File: config.mk
export PLATFORM = sky130hd
export DESIGN_NAME = port_bus_pin_ctrl
export DESIGN_NICKNAME = d
export VERILOG_FILES = /design/src/include/pin_ctrl_pkg.sv /design/src/hw/port_bus_pin_ctrl.sv /design/src/hw/strap_capture.sv /design/src/hw/port_slice.sv
export SDC_FILE = /design/constraint.sdc
export NUM_CORES = 1
export LEC_CHECK = 0
export BUFFER_PORTS_ARGS = -buffer_cell sky130_fd_sc_hd__buf_4
export CAP_MARGIN = 20
export CORE_MARGIN = 2
export CORE_UTILIZATION = 45
export DETAILED_ROUTE_END_ITERATION = 10
export HOLD_SLACK_MARGIN = 0.08
export PLACE_DENSITY = 0.69
export SLEW_MARGIN = 20
export SYNTH_ARGS = -nofsm -noshare
export SYNTH_HDL_FRONTEND = slang
export SYNTH_SLANG_ARGS = --single-unit
File: constraint.sdc
create_clock -name pclk -period 1.95 [get_ports pclk]
set_input_delay 0.195 -clock pclk [delete_from_list [all_inputs] [get_ports pclk]]
set_output_delay 0.195 -clock pclk [all_outputs]
set_load 0.01 [all_outputs]
File: src/include/pin_ctrl_pkg.sv
// package with register map, field positions and reset values of the pin block
package pin_ctrl_pkg;
    // ------------------------------------------------------------------
    // register byte offsets
    // ------------------------------------------------------------------
    localparam logic [7:0] OFF_DATA0 = 8'h00;
    localparam logic [7:0] OFF_DIR0 = 8'h04;
    localparam logic [7:0] OFF_DATA1 = 8'h08;
    localparam logic [7:0] OFF_DIR1 = 8'h0c;
    localparam logic [7:0] OFF_DATA2 = 8'h10;
    localparam logic [7:0] OFF_DIR2 = 8'h14;
    localparam logic [7:0] OFF_PIN0 = 8'h18;
    localparam logic [7:0] OFF_PIN1 = 8'h1c;
    localparam logic [7:0] OFF_PIN2 = 8'h20;
    localparam logic [7:0] OFF_PULL = 8'h24;
    localparam logic [7:0] OFF_CTRL = 8'h28;
    localparam logic [7:0] OFF_STAT = 8'h2c;
    localparam logic [7:0] OFF_IRQ_STAT = 8'h30;
    localparam logic [7:0] OFF_IRQ_MASK = 8'h34;
    localparam logic [7:0] OFF_BUS_WDATA = 8'h38;
    localparam logic [7:0] OFF_BUS_RDATA = 8'h3c;
    // ------------------------------------------------------------------
    // field positions and reset values
    // ------------------------------------------------------------------
    localparam int CTRL_SEP_BUS = 0;   // separate data bus enabled
    localparam int CTRL_EXPAND = 1;    // memory expansion requested
    localparam int CTRL_BUS_DRV = 2;   // bus drives pins (write cycle)
    localparam int CTRL_IRQ_SEL = 4;   // 3 bits: irq select per pin
    localparam int STAT_MODE = 0;      // 2 bits processor mode
    localparam int STAT_WIDTH8 = 2;    // 1 = 8-bit bus
    localparam int IRQ_PIN_LO = 5;     // lowest irq capable pin of port one
    localparam int NUM_IRQ = 3;
    localparam logic [31:0] RST_ZERO = 32'h0000_0000;
    localparam int PULL_GROUPS = 6;    // 3 ports x 2 nibbles
    localparam int RESET_HOLD_CYCLES = 2; // strap sample delay after release
    // processor modes
    typedef enum logic [1:0] {
        MODE_SINGLE,
        MODE_EXPAND,
        MODE_MICRO
    } proc_mode_e;
endpackage

File: src/hw/port_bus_pin_ctrl.sv
// top of port and bus pin control with apb register file
// ----------------------------------------------------------------------
// How it works
// strap low after reset: single-chip/expansion; high: microprocessor.
// everything stays in reset while presetn is low.
// a low width strap gives a 16-bit external bus, a high one 8 bits.
// the board holds the width strap fixed, tied low with no external bus.
// port zero is 8 bits with a per-pin direction register.
// in single-chip mode software sets input pull-ups per four-pin group.
// outside single-chip mode bus pins get no pull-up, plain pins keep it.
// a separate bus puts data bits 0-7 on port zero and 8-15 on port one.
// ports one and two match port zero; port-one pins 5-7 can be irqs.
// a pin serving as a bus bit is driven and sampled by bus logic only; the pin reads and the irqs on port-one pins 5-7 still sample it here.
// ----------------------------------------------------------------------
//
// Local design decisions: the APB slave port and the register offsets.
`timescale 1ns/1ps
module port_bus_pin_ctrl #(
    parameter int WIDTH = 8
) (
    input wire logic pclk, // apb clock
    input wire logic presetn, // async reset, active low
    input wire logic psel, // apb select
    input wire logic penable, // apb enable
    input wire logic pwrite, // apb direction
    input wire logic [7:0] paddr, // apb byte address
    input wire logic [31:0] pwdata, // apb write data
    output logic [31:0] prdata, // apb read data
    output logic pready, // apb ready
    output logic pslverr, // apb error
    input wire logic mode_strap_pin, // processor mode strap
    input wire logic width_strap_pin, // bus width strap
    input wire logic [WIDTH-1:0] port_zero_in, // pad levels
    output logic [WIDTH-1:0] port_zero_out, // pad drive value
    output logic [WIDTH-1:0] port_zero_oe,  // pad drive enable
    output logic [WIDTH-1:0] port_zero_pu,  // pad pull-up
    input wire logic [WIDTH-1:0] port_one_in, // pad levels
    output logic [WIDTH-1:0] port_one_out, // pad drive value
    output logic [WIDTH-1:0] port_one_oe,  // pad drive enable
    output logic [WIDTH-1:0] port_one_pu,  // pad pull-up
    input wire logic [WIDTH-1:0] port_two_in, // pad levels
    output logic [WIDTH-1:0] port_two_out, // pad drive value
    output logic [WIDTH-1:0] port_two_oe,  // pad drive enable
    output logic [WIDTH-1:0] port_two_pu,  // pad pull-up
    output logic irq // interrupt, active high
);
    // ------------------------------------------------------------------
    // registers and wires
    // ------------------------------------------------------------------
    logic [WIDTH-1:0] data_r [3];
    logic [WIDTH-1:0] dir_r [3];
    logic [WIDTH-1:0] pin_val [3];
    localparam int PG = pin_ctrl_pkg::PULL_GROUPS;
    logic [PG-1:0] pull_r;
    logic [7:0] ctrl_r;
    logic [2:0] irq_stat_r;
    logic [2:0] irq_mask_r;
    logic [2:0] irq_prev_r;
    logic [15:0] bus_wdata_r;
    logic [31:0] prdata_r;
    logic pready_r;
    logic pslverr_r;
    logic irq_r;
    logic micro_strap;
    logic width8_strap;
    logic straps_valid;
    logic sep_bus;
    logic low_own;
    logic high_own;
    logic pull_allow;
    logic wr_en;
    logic rd_en;
    logic [2:0] irq_lvl;
    logic [2:0] irq_rise;
    logic [2:0] irq_sel;
    pin_ctrl_pkg::proc_mode_e mode;

    assign prdata = prdata_r;
    assign pready = pready_r;
    assign pslverr = pslverr_r;
    assign irq = irq_r;

    // ------------------------------------------------------------------
    // straps and processor mode
    // ------------------------------------------------------------------
    strap_capture u_straps (
        .pclk(pclk),
        .presetn(presetn),
        .mode_strap_pin(mode_strap_pin),
        .width_strap_pin(width_strap_pin),
        .micro_strap_r(micro_strap),
        .width8_strap_r(width8_strap),
        .straps_valid_r(straps_valid)
    );

    // mode: strap high forces microprocessor, else software picks expansion or single-chip
    always_comb begin
        if (micro_strap) begin
            mode = pin_ctrl_pkg::MODE_MICRO;
        end else if (ctrl_r[pin_ctrl_pkg::CTRL_EXPAND]) begin
            mode = pin_ctrl_pkg::MODE_EXPAND;
        end else begin
            mode = pin_ctrl_pkg::MODE_SINGLE;
        end
    end

    // bus ownership of port zero and port one
    assign sep_bus = straps_valid && (mode != pin_ctrl_pkg::MODE_SINGLE)
        && ctrl_r[pin_ctrl_pkg::CTRL_SEP_BUS];
    assign low_own = sep_bus;
    assign high_own = sep_bus && !width8_strap;
    assign pull_allow = 1'b1; // bus pins masked in slice

    // ------------------------------------------------------------------
    // the three ports
    // ------------------------------------------------------------------
    port_slice #(.WIDTH(WIDTH)) u_p0 (
        .pclk(pclk),
        .presetn(presetn),
        .dir(dir_r[0]),
        .dout(data_r[0]),
        .bus_own(low_own),
        .bus_drv(ctrl_r[pin_ctrl_pkg::CTRL_BUS_DRV]),
        .bus_dout(bus_wdata_r[7:0]),
        .pull_en(pull_r[1:0]),
        .pull_allow(pull_allow),
        .pin_in(port_zero_in),
        .pin_out_r(port_zero_out),
        .pin_oe_r(port_zero_oe),
        .pull_r(port_zero_pu),
        .pin_val_r(pin_val[0])
    );

    port_slice #(.WIDTH(WIDTH)) u_p1 (
        .pclk(pclk),
        .presetn(presetn),
        .dir(dir_r[1]),
        .dout(data_r[1]),
        .bus_own(high_own),
        .bus_drv(ctrl_r[pin_ctrl_pkg::CTRL_BUS_DRV]),
        .bus_dout(bus_wdata_r[15:8]),
        .pull_en(pull_r[3:2]),
        .pull_allow(pull_allow),
        .pin_in(port_one_in),
        .pin_out_r(port_one_out),
        .pin_oe_r(port_one_oe),
        .pull_r(port_one_pu),
        .pin_val_r(pin_val[1])
    );

    port_slice #(.WIDTH(WIDTH)) u_p2 (
        .pclk(pclk),
        .presetn(presetn),
        .dir(dir_r[2]),
        .dout(data_r[2]),
        .bus_own(1'b0),
        .bus_drv(1'b0),
        .bus_dout('0),
        .pull_en(pull_r[5:4]),
        .pull_allow(pull_allow),
        .pin_in(port_two_in),
        .pin_out_r(port_two_out),
        .pin_oe_r(port_two_oe),
        .pull_r(port_two_pu),
        .pin_val_r(pin_val[2])
    );

    // ------------------------------------------------------------------
    // apb access decode
    // ------------------------------------------------------------------
    assign wr_en = psel && penable && pwrite && pready_r;
    assign rd_en = psel && penable && !pwrite && !pready_r;

    // known address check, used by the error flag only
    function automatic logic addr_known(input logic [7:0] a);
        return (a[1:0] == 2'h0) && (a <= pin_ctrl_pkg::OFF_BUS_RDATA);
    endfunction

    // one wait state: ready is low in the first access cycle, high in the second
    always_ff @(posedge pclk or negedge presetn) begin
        if (!presetn) begin
            pready_r <= 1'b0;
            pslverr_r <= 1'b0;
        end else begin
            pready_r <= psel && penable && !pready_r;
            pslverr_r <= psel && penable && !pready_r && !addr_known(paddr);
        end
    end

    // port data and direction registers
    always_ff @(posedge pclk or negedge presetn) begin
        if (!presetn) begin
            for (int i = 0; i < 3; i++) begin
                data_r[i] <= '0;
                dir_r[i] <= '0;
            end
        end else if (wr_en) begin
            for (int i = 0; i < 3; i++) begin
                if (paddr == 8'(pin_ctrl_pkg::OFF_DATA0 + 8'(8 * i))) begin
                    data_r[i] <= pwdata[WIDTH-1:0];
                end
                if (paddr == 8'(pin_ctrl_pkg::OFF_DIR0 + 8'(8 * i))) begin
                    dir_r[i] <= pwdata[WIDTH-1:0];
                end
            end
        end
    end

    // pull-up groups, control and bus write data
    always_ff @(posedge pclk or negedge presetn) begin
        if (!presetn) begin
            pull_r <= '0;
            ctrl_r <= '0;
            bus_wdata_r <= '0;
        end else if (wr_en) begin
            if (paddr == pin_ctrl_pkg::OFF_PULL) begin
                pull_r <= pwdata[PG-1:0];
            end
            if (paddr == pin_ctrl_pkg::OFF_CTRL) begin
                ctrl_r <= pwdata[7:0];
            end
            if (paddr == pin_ctrl_pkg::OFF_BUS_WDATA) begin
                bus_wdata_r <= pwdata[15:0];
            end
        end
    end

    // ------------------------------------------------------------------
    // external interrupt inputs on port one top pins
    // ------------------------------------------------------------------
    assign irq_sel = ctrl_r[pin_ctrl_pkg::CTRL_IRQ_SEL +: 3];
    assign irq_lvl = pin_val[1][pin_ctrl_pkg::IRQ_PIN_LO +: 3] & irq_sel
        & ~dir_r[1][7:5];
    assign irq_rise = irq_lvl & ~irq_prev_r;

    // raw pin level, so selecting a pin already high is no edge
    always_ff @(posedge pclk or negedge presetn) begin
        if (!presetn) begin
            irq_prev_r <= '0;
        end else begin
            irq_prev_r <= pin_val[1][pin_ctrl_pkg::IRQ_PIN_LO +: 3];
        end
    end

    // sticky status, write one clears, set wins
    always_ff @(posedge pclk or negedge presetn) begin
        if (!presetn) begin
            irq_stat_r <= '0;
            irq_mask_r <= '0;
        end else begin
            if (wr_en && paddr == pin_ctrl_pkg::OFF_IRQ_MASK) begin
                irq_mask_r <= pwdata[2:0];
            end
            if (wr_en && paddr == pin_ctrl_pkg::OFF_IRQ_STAT) begin
                irq_stat_r <= (irq_stat_r & ~pwdata[2:0]) | irq_rise;
            end else begin
                irq_stat_r <= irq_stat_r | irq_rise;
            end
        end
    end

    // interrupt output
    always_ff @(posedge pclk or negedge presetn) begin
        if (!presetn) begin
            irq_r <= 1'b0;
        end else begin
            irq_r <= |(irq_stat_r & irq_mask_r);
        end
    end

    // ------------------------------------------------------------------
    // read data
    // ------------------------------------------------------------------
    always_ff @(posedge pclk or negedge presetn) begin
        if (!presetn) begin
            prdata_r <= pin_ctrl_pkg::RST_ZERO;
        end else if (rd_en) begin
            case (paddr)
                pin_ctrl_pkg::OFF_DATA0: prdata_r <= 32'(data_r[0]);
                pin_ctrl_pkg::OFF_DIR0: prdata_r <= 32'(dir_r[0]);
                pin_ctrl_pkg::OFF_DATA1: prdata_r <= 32'(data_r[1]);
                pin_ctrl_pkg::OFF_DIR1: prdata_r <= 32'(dir_r[1]);
                pin_ctrl_pkg::OFF_DATA2: prdata_r <= 32'(data_r[2]);
                pin_ctrl_pkg::OFF_DIR2: prdata_r <= 32'(dir_r[2]);
                pin_ctrl_pkg::OFF_PIN0: prdata_r <= 32'(pin_val[0]);
                pin_ctrl_pkg::OFF_PIN1: prdata_r <= 32'(pin_val[1]);
                pin_ctrl_pkg::OFF_PIN2: prdata_r <= 32'(pin_val[2]);
                pin_ctrl_pkg::OFF_PULL: prdata_r <= 32'(pull_r);
                pin_ctrl_pkg::OFF_CTRL: prdata_r <= 32'(ctrl_r);
                pin_ctrl_pkg::OFF_STAT: prdata_r <= 32'({width8_strap,
                    2'(mode)});
                pin_ctrl_pkg::OFF_IRQ_STAT: prdata_r <= 32'(irq_stat_r);
                pin_ctrl_pkg::OFF_IRQ_MASK: prdata_r <= 32'(irq_mask_r);
                pin_ctrl_pkg::OFF_BUS_WDATA: prdata_r <= 32'(bus_wdata_r);
                pin_ctrl_pkg::OFF_BUS_RDATA: prdata_r <= 32'({pin_val[1],
                    pin_val[0]});
                default: prdata_r <= pin_ctrl_pkg::RST_ZERO;
            endcase
        end
    end
endmodule // port_bus_pin_ctrl

File: src/hw/strap_capture.sv
// strap sampler: catches mode and width straps after reset release
`timescale 1ns/1ps
module strap_capture (
    input wire logic pclk,            // clock
    input wire logic presetn,         // async reset, active low
    input wire logic mode_strap_pin,  // processor mode strap
    input wire logic width_strap_pin, // bus width strap
    output logic micro_strap_r,       // high = microprocessor mode
    output logic width8_strap_r,      // high = 8-bit bus
    output logic straps_valid_r       // straps captured
);
    logic [1:0] hold_cnt_r;

    // count a few edges after release, then latch straps once
    always_ff @(posedge pclk or negedge presetn) begin
        if (!presetn) begin
            hold_cnt_r <= 2'h0;
            micro_strap_r <= 1'b0;
            width8_strap_r <= 1'b0;
            straps_valid_r <= 1'b0;
        end else if (!straps_valid_r) begin
            if (hold_cnt_r == 2'(pin_ctrl_pkg::RESET_HOLD_CYCLES)) begin
                micro_strap_r <= mode_strap_pin;
                width8_strap_r <= width_strap_pin;
                straps_valid_r <= 1'b1;
            end else begin
                hold_cnt_r <= hold_cnt_r + 2'h1;
            end
        end
    end
endmodule // strap_capture

File: src/hw/port_slice.sv
// one 8-bit port: direction, output data, bus override and pull-ups
`timescale 1ns/1ps
module port_slice #(
    parameter int WIDTH = 8
) (
    input wire logic pclk,              // clock
    input wire logic presetn,           // async reset, active low
    input wire logic [WIDTH-1:0] dir,   // 1 = output
    input wire logic [WIDTH-1:0] dout,  // port output data
    input wire logic bus_own,           // bus controller owns the pins
    input wire logic bus_drv,           // bus drives pins
    input wire logic [WIDTH-1:0] bus_dout, // bus write data
    input wire logic [1:0] pull_en,     // pull-up per nibble
    input wire logic pull_allow,        // pull-ups allowed for this port
    input wire logic [WIDTH-1:0] pin_in, // pad input
    output logic [WIDTH-1:0] pin_out_r, // pad output value
    output logic [WIDTH-1:0] pin_oe_r,  // pad output enable
    output logic [WIDTH-1:0] pull_r,    // pad pull-up enable
    output logic [WIDTH-1:0] pin_val_r  // sampled pad level
);
    // pad drive: bus overrides port registers while it owns the pins
    always_ff @(posedge pclk or negedge presetn) begin
        if (!presetn) begin
            pin_out_r <= '0;
            pin_oe_r <= '0;
        end else if (bus_own) begin
            pin_out_r <= bus_dout;
            pin_oe_r <= {WIDTH{bus_drv}};
        end else begin
            pin_out_r <= dout;
            pin_oe_r <= dir;
        end
    end

    // pull-ups only on input pins, per nibble, never on bus pins
    always_ff @(posedge pclk or negedge presetn) begin
        if (!presetn) begin
            pull_r <= '0;
        end else begin
            for (int i = 0; i < WIDTH; i++) begin
                pull_r[i] <= pull_en[i/4] & ~dir[i] & ~bus_own
                    & pull_allow; // see R06
            end
        end
    end

    // sample pad levels
    always_ff @(posedge pclk or negedge presetn) begin
        if (!presetn) begin
            pin_val_r <= '0;
        end else begin
            pin_val_r <= pin_in;
        end
    end
endmodule // port_slice

# == Word-level counts from Yosys, hierarchy flattened ==
# Index checks and enable logic that the tools add are counted.
# Widths: inputs -> output; s select.
# classes
n_div,0
order_cmp,1
n_reduce_logical,32
multipliers,0
n_bitwise,78
add_sub_neg,1
mux,10
shifts,0
n_eq_ne,16
# ops
operator,count
$pmux 16 s16,1
$eq 8x6->1 const B,8
$and 1x1->1,40
$eq 8x5->1 const B,4
$mux 8,4
$not 1->1,28
$reduce_and 2->1,11
$eq 8x4->1 const B,2
$and 3x3->3,5
$logic_and 1x1->1,13
$not 3->3,3
$eq 8x3->1 const B,1
$le 8x6->1 const B,1
$logic_not 8->1,1
$or 3x3->3,2
$logic_not 1->1,4
$mux 1,3
$mux 3,1
$reduce_or 3->1,1
$add 2x1->2 const B,1
$eq 2x2->1 const B,1
$logic_not 2->1,1
$mux 2,1
$reduce_bool 2->1,1
# word_totals
out_inout_bits,107
regBits,223
rom_bits,0
word_cells,170
inputBits,71
latch_bits,0
ramBits,0
n_memories,0

# == Depth between registers and ports, before layout ==
# Gate-level depths: netlist (run 1).
# logic_depth
ltp_word,8
depth_mapped,7
ltp_nobuf,5

# == By module ==
# From an unflattened synthesis (run 1), not the netlist that was laid out.
# unflattened
cells_unflattened,651
hier_area_um2,9262.6
# by_module_without_submodules
module,cells_each,n_inst,area_each_um2,seq_area_each_um2
port_bus_pin_ctrl,460,1,5484.0,2652.5
port_slice,59,3,1184.9,800.8
strap_capture,14,1,224.0,125.1

# == Least setup slack after synthesis (run 1) ==
# OpenSTA, ideal clock, no wires.
# synth_path
path_type,input -> register
startpoint,in paddr[3]
endpoint,reg dir_r[19] (netlist bit)
required_time_ns,1.825
stages,6
path_slack_ns,0.264
setup_ns,0.125
n_path_buf,2
t_arrival_ns,1.562
cell_sequence,buf_4 > buf_2 > nor3_1 > nand2_1 > nor2_4 > mux2_2
# synth_via
elab_chain_len,2
# synth_rtl
item,line,source
"start, declared",port_bus_pin_ctrl.sv:26,"input wire logic [7:0] paddr,"
$eq 8x3->1,port_bus_pin_ctrl.sv:202,if (paddr == 8'(pin_ctrl_pkg::OFF_DIR0 + 8'(8 * i))) begin
$reduce_and 2->1 (no line),--,
"end signal, assigned by index",port_bus_pin_ctrl.sv:203,dir_r[i] <= pwdata[WIDTH-1:0];
"end, declared",port_bus_pin_ctrl.sv:51,logic [WIDTH-1:0] dir_r [3];
# No other way between the ends.
# A chain may end at the register's enable or synchronous reset.

# == Final worst setup path (run 1) ==
# layout_path
startpoint,reg ctrl_r[1]
endpoint,reg u_p1.pull_r[3]
# layout_via
elab_chain_len,8
# layout_rtl
item,line,source
"start, declared",port_bus_pin_ctrl.sv:55,logic [7:0] ctrl_r;
"start signal, assigned",port_bus_pin_ctrl.sv:220,ctrl_r <= pwdata[7:0];
$mux 1,port_bus_pin_ctrl.sv:100,end else if (ctrl_r[pin_ctrl_pkg::CTRL_EXPAND]) begin
$mux 2,port_bus_pin_ctrl.sv:98,if (micro_strap) begin
$reduce_bool 2->1,port_bus_pin_ctrl.sv:108,assign sep_bus = straps_valid && (mode != pin_ctrl_pkg::MODE_SINGLE)
$logic_and 1x1->1,port_bus_pin_ctrl.sv:108,
$logic_and 1x1->1,port_bus_pin_ctrl.sv:109,&& ctrl_r[pin_ctrl_pkg::CTRL_SEP_BUS];
$logic_and 1x1->1,port_bus_pin_ctrl.sv:111,assign high_own = sep_bus && !width8_strap;
$not 1->1,port_slice.sv:41,pull_r[i] <= pull_en[i/4] & ~dir[i] & ~bus_own
$and 1x1->1,port_slice.sv:41,
"end signal, assigned by index",port_slice.sv:41,
"end, declared",port_slice.sv:18,"output logic [WIDTH-1:0] pull_r,"
# No other way between the ends.

==> out/results.txt, run 1 <==
Setup CP Type: reg2reg
DP Wirelength: 18.6 mm
Top Usage Layer GRT: met2
Root Driver: clkbuf_16
Layout area overhead: 34.3%
RSZ-0062 raised after global routing: false
Netlist cell types: 55
Met3 Use GR: 3.80%
CTS Sinks: 207
Ys Warns: 0
Antenna violations before repair: 1
Pin count of the biggest net entering global routing: 68
CP Cell Sequence: o211ai_1, buf_4, or2_2, nand2_1, nor2_1
Top cells by area, synth: dfrtp_1 (61%), mux2_2 (13%), nand2_1 (3.5%), nor2_1 (2.0%), buf_4 (1.5%)
# setup viols final: 0
Startpoint types: register
P_leak: 5.81 nW
Mux cell area share after synthesis: 15.7%
Die height: 141 um
Worst Min Path Start: pwdata[4]
Slew headroom: 60.0%
Vias per inst: 5.48
Worst VDD drop: 669 uV
Cell area after synthesis: 8440 sq um
Detailed router's first-iteration violation count: 410
CTS Buffer Depth: 3
Num CTS Buffers: 22
Largest fanout on the critical path: 18
Vias: 6261
CP max stage delay: 0.41 ns
Starting Density: 45.4%
Seq cells post-synth: 207
Worst r2r src: ctrl_r[1]
Final ANT Viol Nets: 0
XOR/XNOR Fraction of Synth Area: 0.208%
Adder-cell area share of the yosys netlist: 0.148%
First-pass GRT wire length: 38.7 mm
Compound-cell area share of the yosys netlist: 6.91%
Final Max Tran Viols: 0
CP max-delay cell: dfrtp_1
Clock transition at path regs: 0.06 ns
Pwr per Cell Area: 851 nW/um^2
CTS tree: yes
Total track usage: 26.0%
Syn Area/Cell: 12.8 sq um
Met2 GRT Util: 43.1%
Drt drc: 0
Hold Path Class: in2reg
Worst Clk Skew: 0.00686 ns
Worst Path Required: 2.37 ns
Layout Nets: 967
Post_cts resized: 0
# port buffers: 145
Status: complete, no violations
GR Overflow Total: 0
Min Hold Slack: 0.0998 ns
Launch point of the worst path: ctrl_r[1]
Fin cells: 1142
Sequential share of the synthesized area: 61.4%
Period minus WS final: 1.77 ns
Top-area cell type share of the netlist area: 61.4%
CTS HTree Levels: 1
DP Cell Count: 1064
Total Power: 9.65 mW
Number of synthesized flops with an enable pin: 0
Most used flip-flop cell after synthesis: dfrtp_1
Row count: 50
Least-Margin Pin Slew: 0.595 ns
Synth async-reset ratio: 100%
Diodes inserted: 0
Layout cells sized above 1: 39.5%
Clk_lat worst skew: 0.50 ns
Core footprint: 18600 sq um
# IOs: 178
Drt pass-1 iters: 5
Post-synthesis simple-gate area fraction: 12.2%
Max Cap Viol: 0
Hold_buf cts: 41
Post-CTS Setup Inserts: 0
TNS Setup: 0 ns
Crit path DAT: 2.20 ns
Core Util, Final: 61.0%
Largest family of logic cells by synthesized area: multiplexers
RePlAce Congestion: 0.995
Avg WL per Cell: 22.3 um
Vias in the first global route: 6465
Post-Route WL: 25.4 mm
Grt met1 use: 35.5%
Fmax: 563 MHz
Synth area leader: dfrtp_1
Post-synthesis instance total: 659
Crit share post-route: 91.0%
Critical path endpoint category: register
Die footprint: 19900 sq um
Final hold viol count: 0
Horiz. Die Dim: 141 um
-- through the flow --
stage                     setup WS (ns)  area (sq um)
after CTS                         0.173         11300
final                             0.175         11300
after floorplan                   0.264          8500
after global placement           0.0303         10100
after detailed placement         0.0690         10100
after global routing             0.0303         11300
-- synth_stat cells (3+ instances only) --
cell type	instances
buf_2	16
dfrtp_1	207
a21oi_1	9
nor2_4	8
clkbuf_1	11
buf_4	17
a221oi_1	10
mux2_2	98
a32oi_1	5
a22o_1	6
nand2_1	78
mux2_1	10
nand3_1	15
buf_1	4
and3_1	3
a21o_1	9
nor2b_1	14
a31oi_1	8
o21ai_0	12
nor3_1	6
nand4_1	6
a22oi_1	9
inv_1	4
mux2i_1	6
nor4_1	3
nor2_1	44
-- cell usage in the layout, fill, tap and decap left out, drive strengths merged, types with 3 or more instances in the layout --
master       netlist  routed
dfrtp            207     207
buf               38     204
mux2             108     108
nand2             79      79
nor2              53      53
dlygate4sd3        0      41
clkbuf            11      27
conb               1      16
nand3             16      16
nor2b             14      14
o21ai             12      12
a221oi            10      10
a21o               9       9
a22oi              9       9
a21oi              9       9
a31oi              8       8
nor3               6       6
nand4              6       6
a22o               6       6
mux2i              6       6
a32oi              5       5
bufinv             0       5
inv                4       5
clkinv             0       4
nor4               4       4
nor4b              4       4
and3               3       3
-- state kept, by name (all words and copies together) (netlist names), 6 cells and up --
| register | cells |
|---|---|
| u_p2.pin_val_r | 8 |
| u_p0.pin_out_r | 8 |
| u_p2.pull_r | 8 |
| prdata | 16 |
| u_p0.pin_val_r | 8 |
| data_r | 24 |
| u_p1.pin_val_r | 8 |
| u_p1.pin_out_r | 8 |
| bus_wdata_r | 16 |
| dir_r | 24 |
| u_p0.pin_oe_r | 8 |
| ctrl_r | 8 |
| u_p1.pull_r | 8 |
| u_p2.pin_out_r | 8 |
| u_p2.pin_oe_r | 8 |
| pull_r | 6 |
| u_p0.pull_r | 8 |
| u_p1.pin_oe_r | 8 |
-- power breakdown --
group          internal [mW]  leakage (nW)  total (mW)  switching [mW]
combinational          0.306          2.62       0.677           0.371
sequential              4.38          2.80        4.43          0.0545
clock                   2.88         0.390        4.54            1.67
total                   7.56          5.81        9.65            2.09
-- final timing paths --
path                                           to  slack [ns]  cells after the start
worst max register to register     u_p1.pull_r[3]        0.18                      5
max in group asynchronous              prdata[12]        1.02                      3
worst max-delay path               u_p1.pull_r[3]        0.18                      5
min in group asynchronous        u_p0.pin_oe_r[6]        0.22                      2
worst min register to register  u_p2.pin_out_r[0]        0.40                      0
worst min-delay path                    ctrl_r[4]         0.1                      2
-- logic make-up after synthesis --
group,count (synthesis)
AO/OA/AOI/OAI,81
other,1
XOR/XNOR,2
adder cells (fa/ha/maj),1
flip-flops,207
AND/OR/NAND/NOR,198
multiplexers,116
buffers and inverters,53
-- worst max-delay path: cells and delay by family (launching register included) --
| kind | cells | cell delay (ns) |
|---|---|---|
| and+or+nand+nor | 3 | 0.68 |
| DFF | 1 | 0.41 |
| AOI/OAI and AO/OA | 1 | 0.30 |
| buffers and inverters | 1 | 0.29 |
-- area by class of cell --
type | count | area [sq um]
well taps | 234 | 293
clock buffers | 26 | 607
flip-flops and latches | 207 | 5180
clock inverters | 11 | 186
inverters | 4 | 15.0
multi-input cells | 414 | 3030
fillers | 1486 | 7240
repair buffers | 246 | 2030
-- layer usage --
| metal | part of all wire (%) | vias up |
|---|---|---|
| li1 | - | 2786 |
| met2 | 48 | 245 |
| met1 | 42 | 3172 |
| met3 | 5.7 | 58 |
| met4 | 3.6 | 0 |
| met5 | 0 | - |
(Power assumes the default switching activity.)
==> inputs of run 2 (changes only) <==
- PLACE_DENSITY: 0.69 -> 0.68
- SYNTH_HIERARCHICAL: default -> 1
==> out/results.txt, run 2 <==
CTS HTree Levels: 1
Design Area, Final: 12200 sq um
# IOs: 178
Final hold viol count: 0
Horiz. Die Dim: 147 um
Seq cells post-synth: 207
Row count: 52
Startpoint types: register
Drt pass-1 iters: 5
Diodes inserted: 0
Top cells by area, synth: dfrtp_1 (56%), mux2_2 (11%), mux2_4 (7.8%), and4bb_2 (2.4%), mux2i_1 (1.7%)
Area occupied by multi-input gates: 3880 sq um
Largest regs: data_r x24, dir_r x24
RePlAce Congestion: 0.945
Netlist cell types: 68
Sequential cell area: 5180 sq um
Largest fanout on the critical path: 6
RSZ-0062 raised after global routing: false
Drt drc: 0
Crit share post-route: 93.6%
Vias: 6302
Synth area leader: dfrtp_1
Worst Clk Skew: 0.00894 ns
Final ANT Viol Nets: 0
Top-area cell type share of the netlist area: 55.9%
CTS Buffer Depth: 3
CP max-delay cell: or3_1
Buf+Inv Stages, Crit Path: 1
Setup CP Type: reg2reg
Post-Route WL: 23.9 mm
Crit path DAT: 2.23 ns
Die footprint: 21700 sq um
Layout area overhead: 31.3%
Setup Slack @ Placement: 0.138 ns
Max Cap Viol: 0
Critical path endpoint category: register
Clock transition at path regs: 0.06 ns
Num CTS Buffers: 23
Root Driver: clkbuf_16
Least-Margin Pin Slew: 0.510 ns
DP Wirelength: 16.8 mm
Post-DP Area: 10900 sq um
Syn Area/Cell: 14.2 sq um
P_leak: 5.94 nW
GR Overflow Total: 0
Worst VDD drop: 592 uV
CP Cell Sequence: or3_1, nor4_4, buf_4, a21oi_1, a41oi_1
Status: complete, no violations
Post-synthesis instance total: 651
Filler cells: 1626
Core footprint: 20200 sq um
Synth async-reset ratio: 100%
Pin count of the biggest net entering global routing: 56
Most frequent cells in the layout: dfrtp_1 (207), buf_4 (180), mux2_2 (91)
Period minus WS final: 1.83 ns
Clk_lat worst skew: 0.50 ns
Commonest non-fill, non-tap cell in the layout: dfrtp_1
Die height: 147 um
Final Max Tran Viols: 0
Antenna violations before repair: 0
Worst Path Required: 2.35 ns
Most used flip-flop cell after synthesis: dfrtp_1
Avg WL per Cell: 20.0 um
# port buffers: 145
Cell with the most instances after synthesis: dfrtp_1
Pwr per Cell Area: 783 nW/um^2
Starting Density: 45.8%
Layout Nets: 982
Total Power: 9.52 mW
CTS Sinks: 207
Cell area after synthesis: 9260 sq um
Vias in the first global route: 6456
Ys Warns: 6
CTS tree: yes
Fmax: 548 MHz
Slew headroom: 66.0%
CP max stage delay: 0.54 ns
Number of synthesized flops with an enable pin: 0
Detailed router's first-iteration violation count: 520
Sequential share of the synthesized area: 55.9%
TNS Setup: 0 ns
Post_cts resized: 0
First-pass GRT wire length: 37.2 mm
Commonest cells post-synth: dfrtp_1 (207), mux2_2 (91), mux2_4 (48)
Vias per inst: 5.27
Total track usage: 22.2%
Final WS setup: 0.124 ns
Layout cells sized above 1: 45.2%
# setup viols final: 0
Hold Path Class: in2reg
CP delay by family, top: simple AND/OR/NAND/NOR gates
run 2: layer usage:
| metal | GRT usage [%] | vias to the layer above | wire (um) |
|---|---|---|---|
| met3 | 4.17 | 37 | 1620 |
| met5 | 0 | - | 0 |
| met1 | 30.9 | 3171 | 10200 |
| met4 | 5.63 | 0 | 520 |
| li1 | - | 2837 | - |
| met2 | 36.3 | 257 | 11600 |
run 2: path summary, 6_finish.rpt:
path | start | end | slack (ns) | cells after the start
worst max-delay path | pready | prdata[0] | 0.12 | 5
worst min-delay path | paddr[3] | prdata[0] | 0.16 | 3
worst max register to register | pready | prdata[0] | 0.12 | 5
worst min register to register | u_p1/pin_val_r[5] | irq_prev_r[0] | 0.47 | 0
max in group asynchronous | presetn | u_p2/pull_r[2] | 1.09 | 3
min in group asynchronous | presetn | dir_r[10] | 0.24 | 2
run 2: layout make-up:
type	instances	area share, %
tap	270	2.78
inverter	2	0.0617
sequential	207	42.6
clock inverter	10	1.09
clock buffer	31	5.47
timing repair buffer	233	16.1
multi-input combinational	443	31.9
run 2: metrics by stage:
step	cells	util, %	hold slack (ns)
5_1_grt	1196	60.1	0.167
4_1_cts	1196	60.1	0.141
6_report	1196	60.1	0.162
3_3_place_gp	1110	53.9	0.204
3_5_place_dp	1110	53.9	0.208
2_1_floorplan	706	-	-0.101
run 2: worst register-to-register path, cell delays in order, from the launching register on:
cell     delay (ns)
dfrtp_1        0.43
or3_1          0.54
nor4_4         0.32
buf_4          0.20
a21oi_1        0.04
a41oi_1        0.20
run 2: cell families (layout without fill, tap and decap cells):
family | Yosys count | count (layout) | synth area share (%)
xor gates and xnor gates | 2 | 2 | 0.270
AOI/OAI and AO/OA | 92 | 92 | 6.63
DFF | 207 | 207 | 55.9
muxes | 157 | 157 | 21.1
buffers and inverters | 56 | 276 | 4.46
other | 2 | 57 | 0.0811
adders and majority gates | 1 | 1 | 0.135
and+or+nand+nor | 134 | 134 | 11.4
run 2: power by group:
group          internal (mW)  switching (mW)  leakage (nW)
Sequential              4.36          0.0466          2.79
Combinational          0.295           0.344          2.76
Clock                   2.78            1.69         0.387
Total                   7.44            2.08          5.94
run 2: what timing repair did:
action                    4_1_cts  5_1_grt
hold endpoints to repair      193        0
setup buffers                   0        0
hold buffers                   45        0
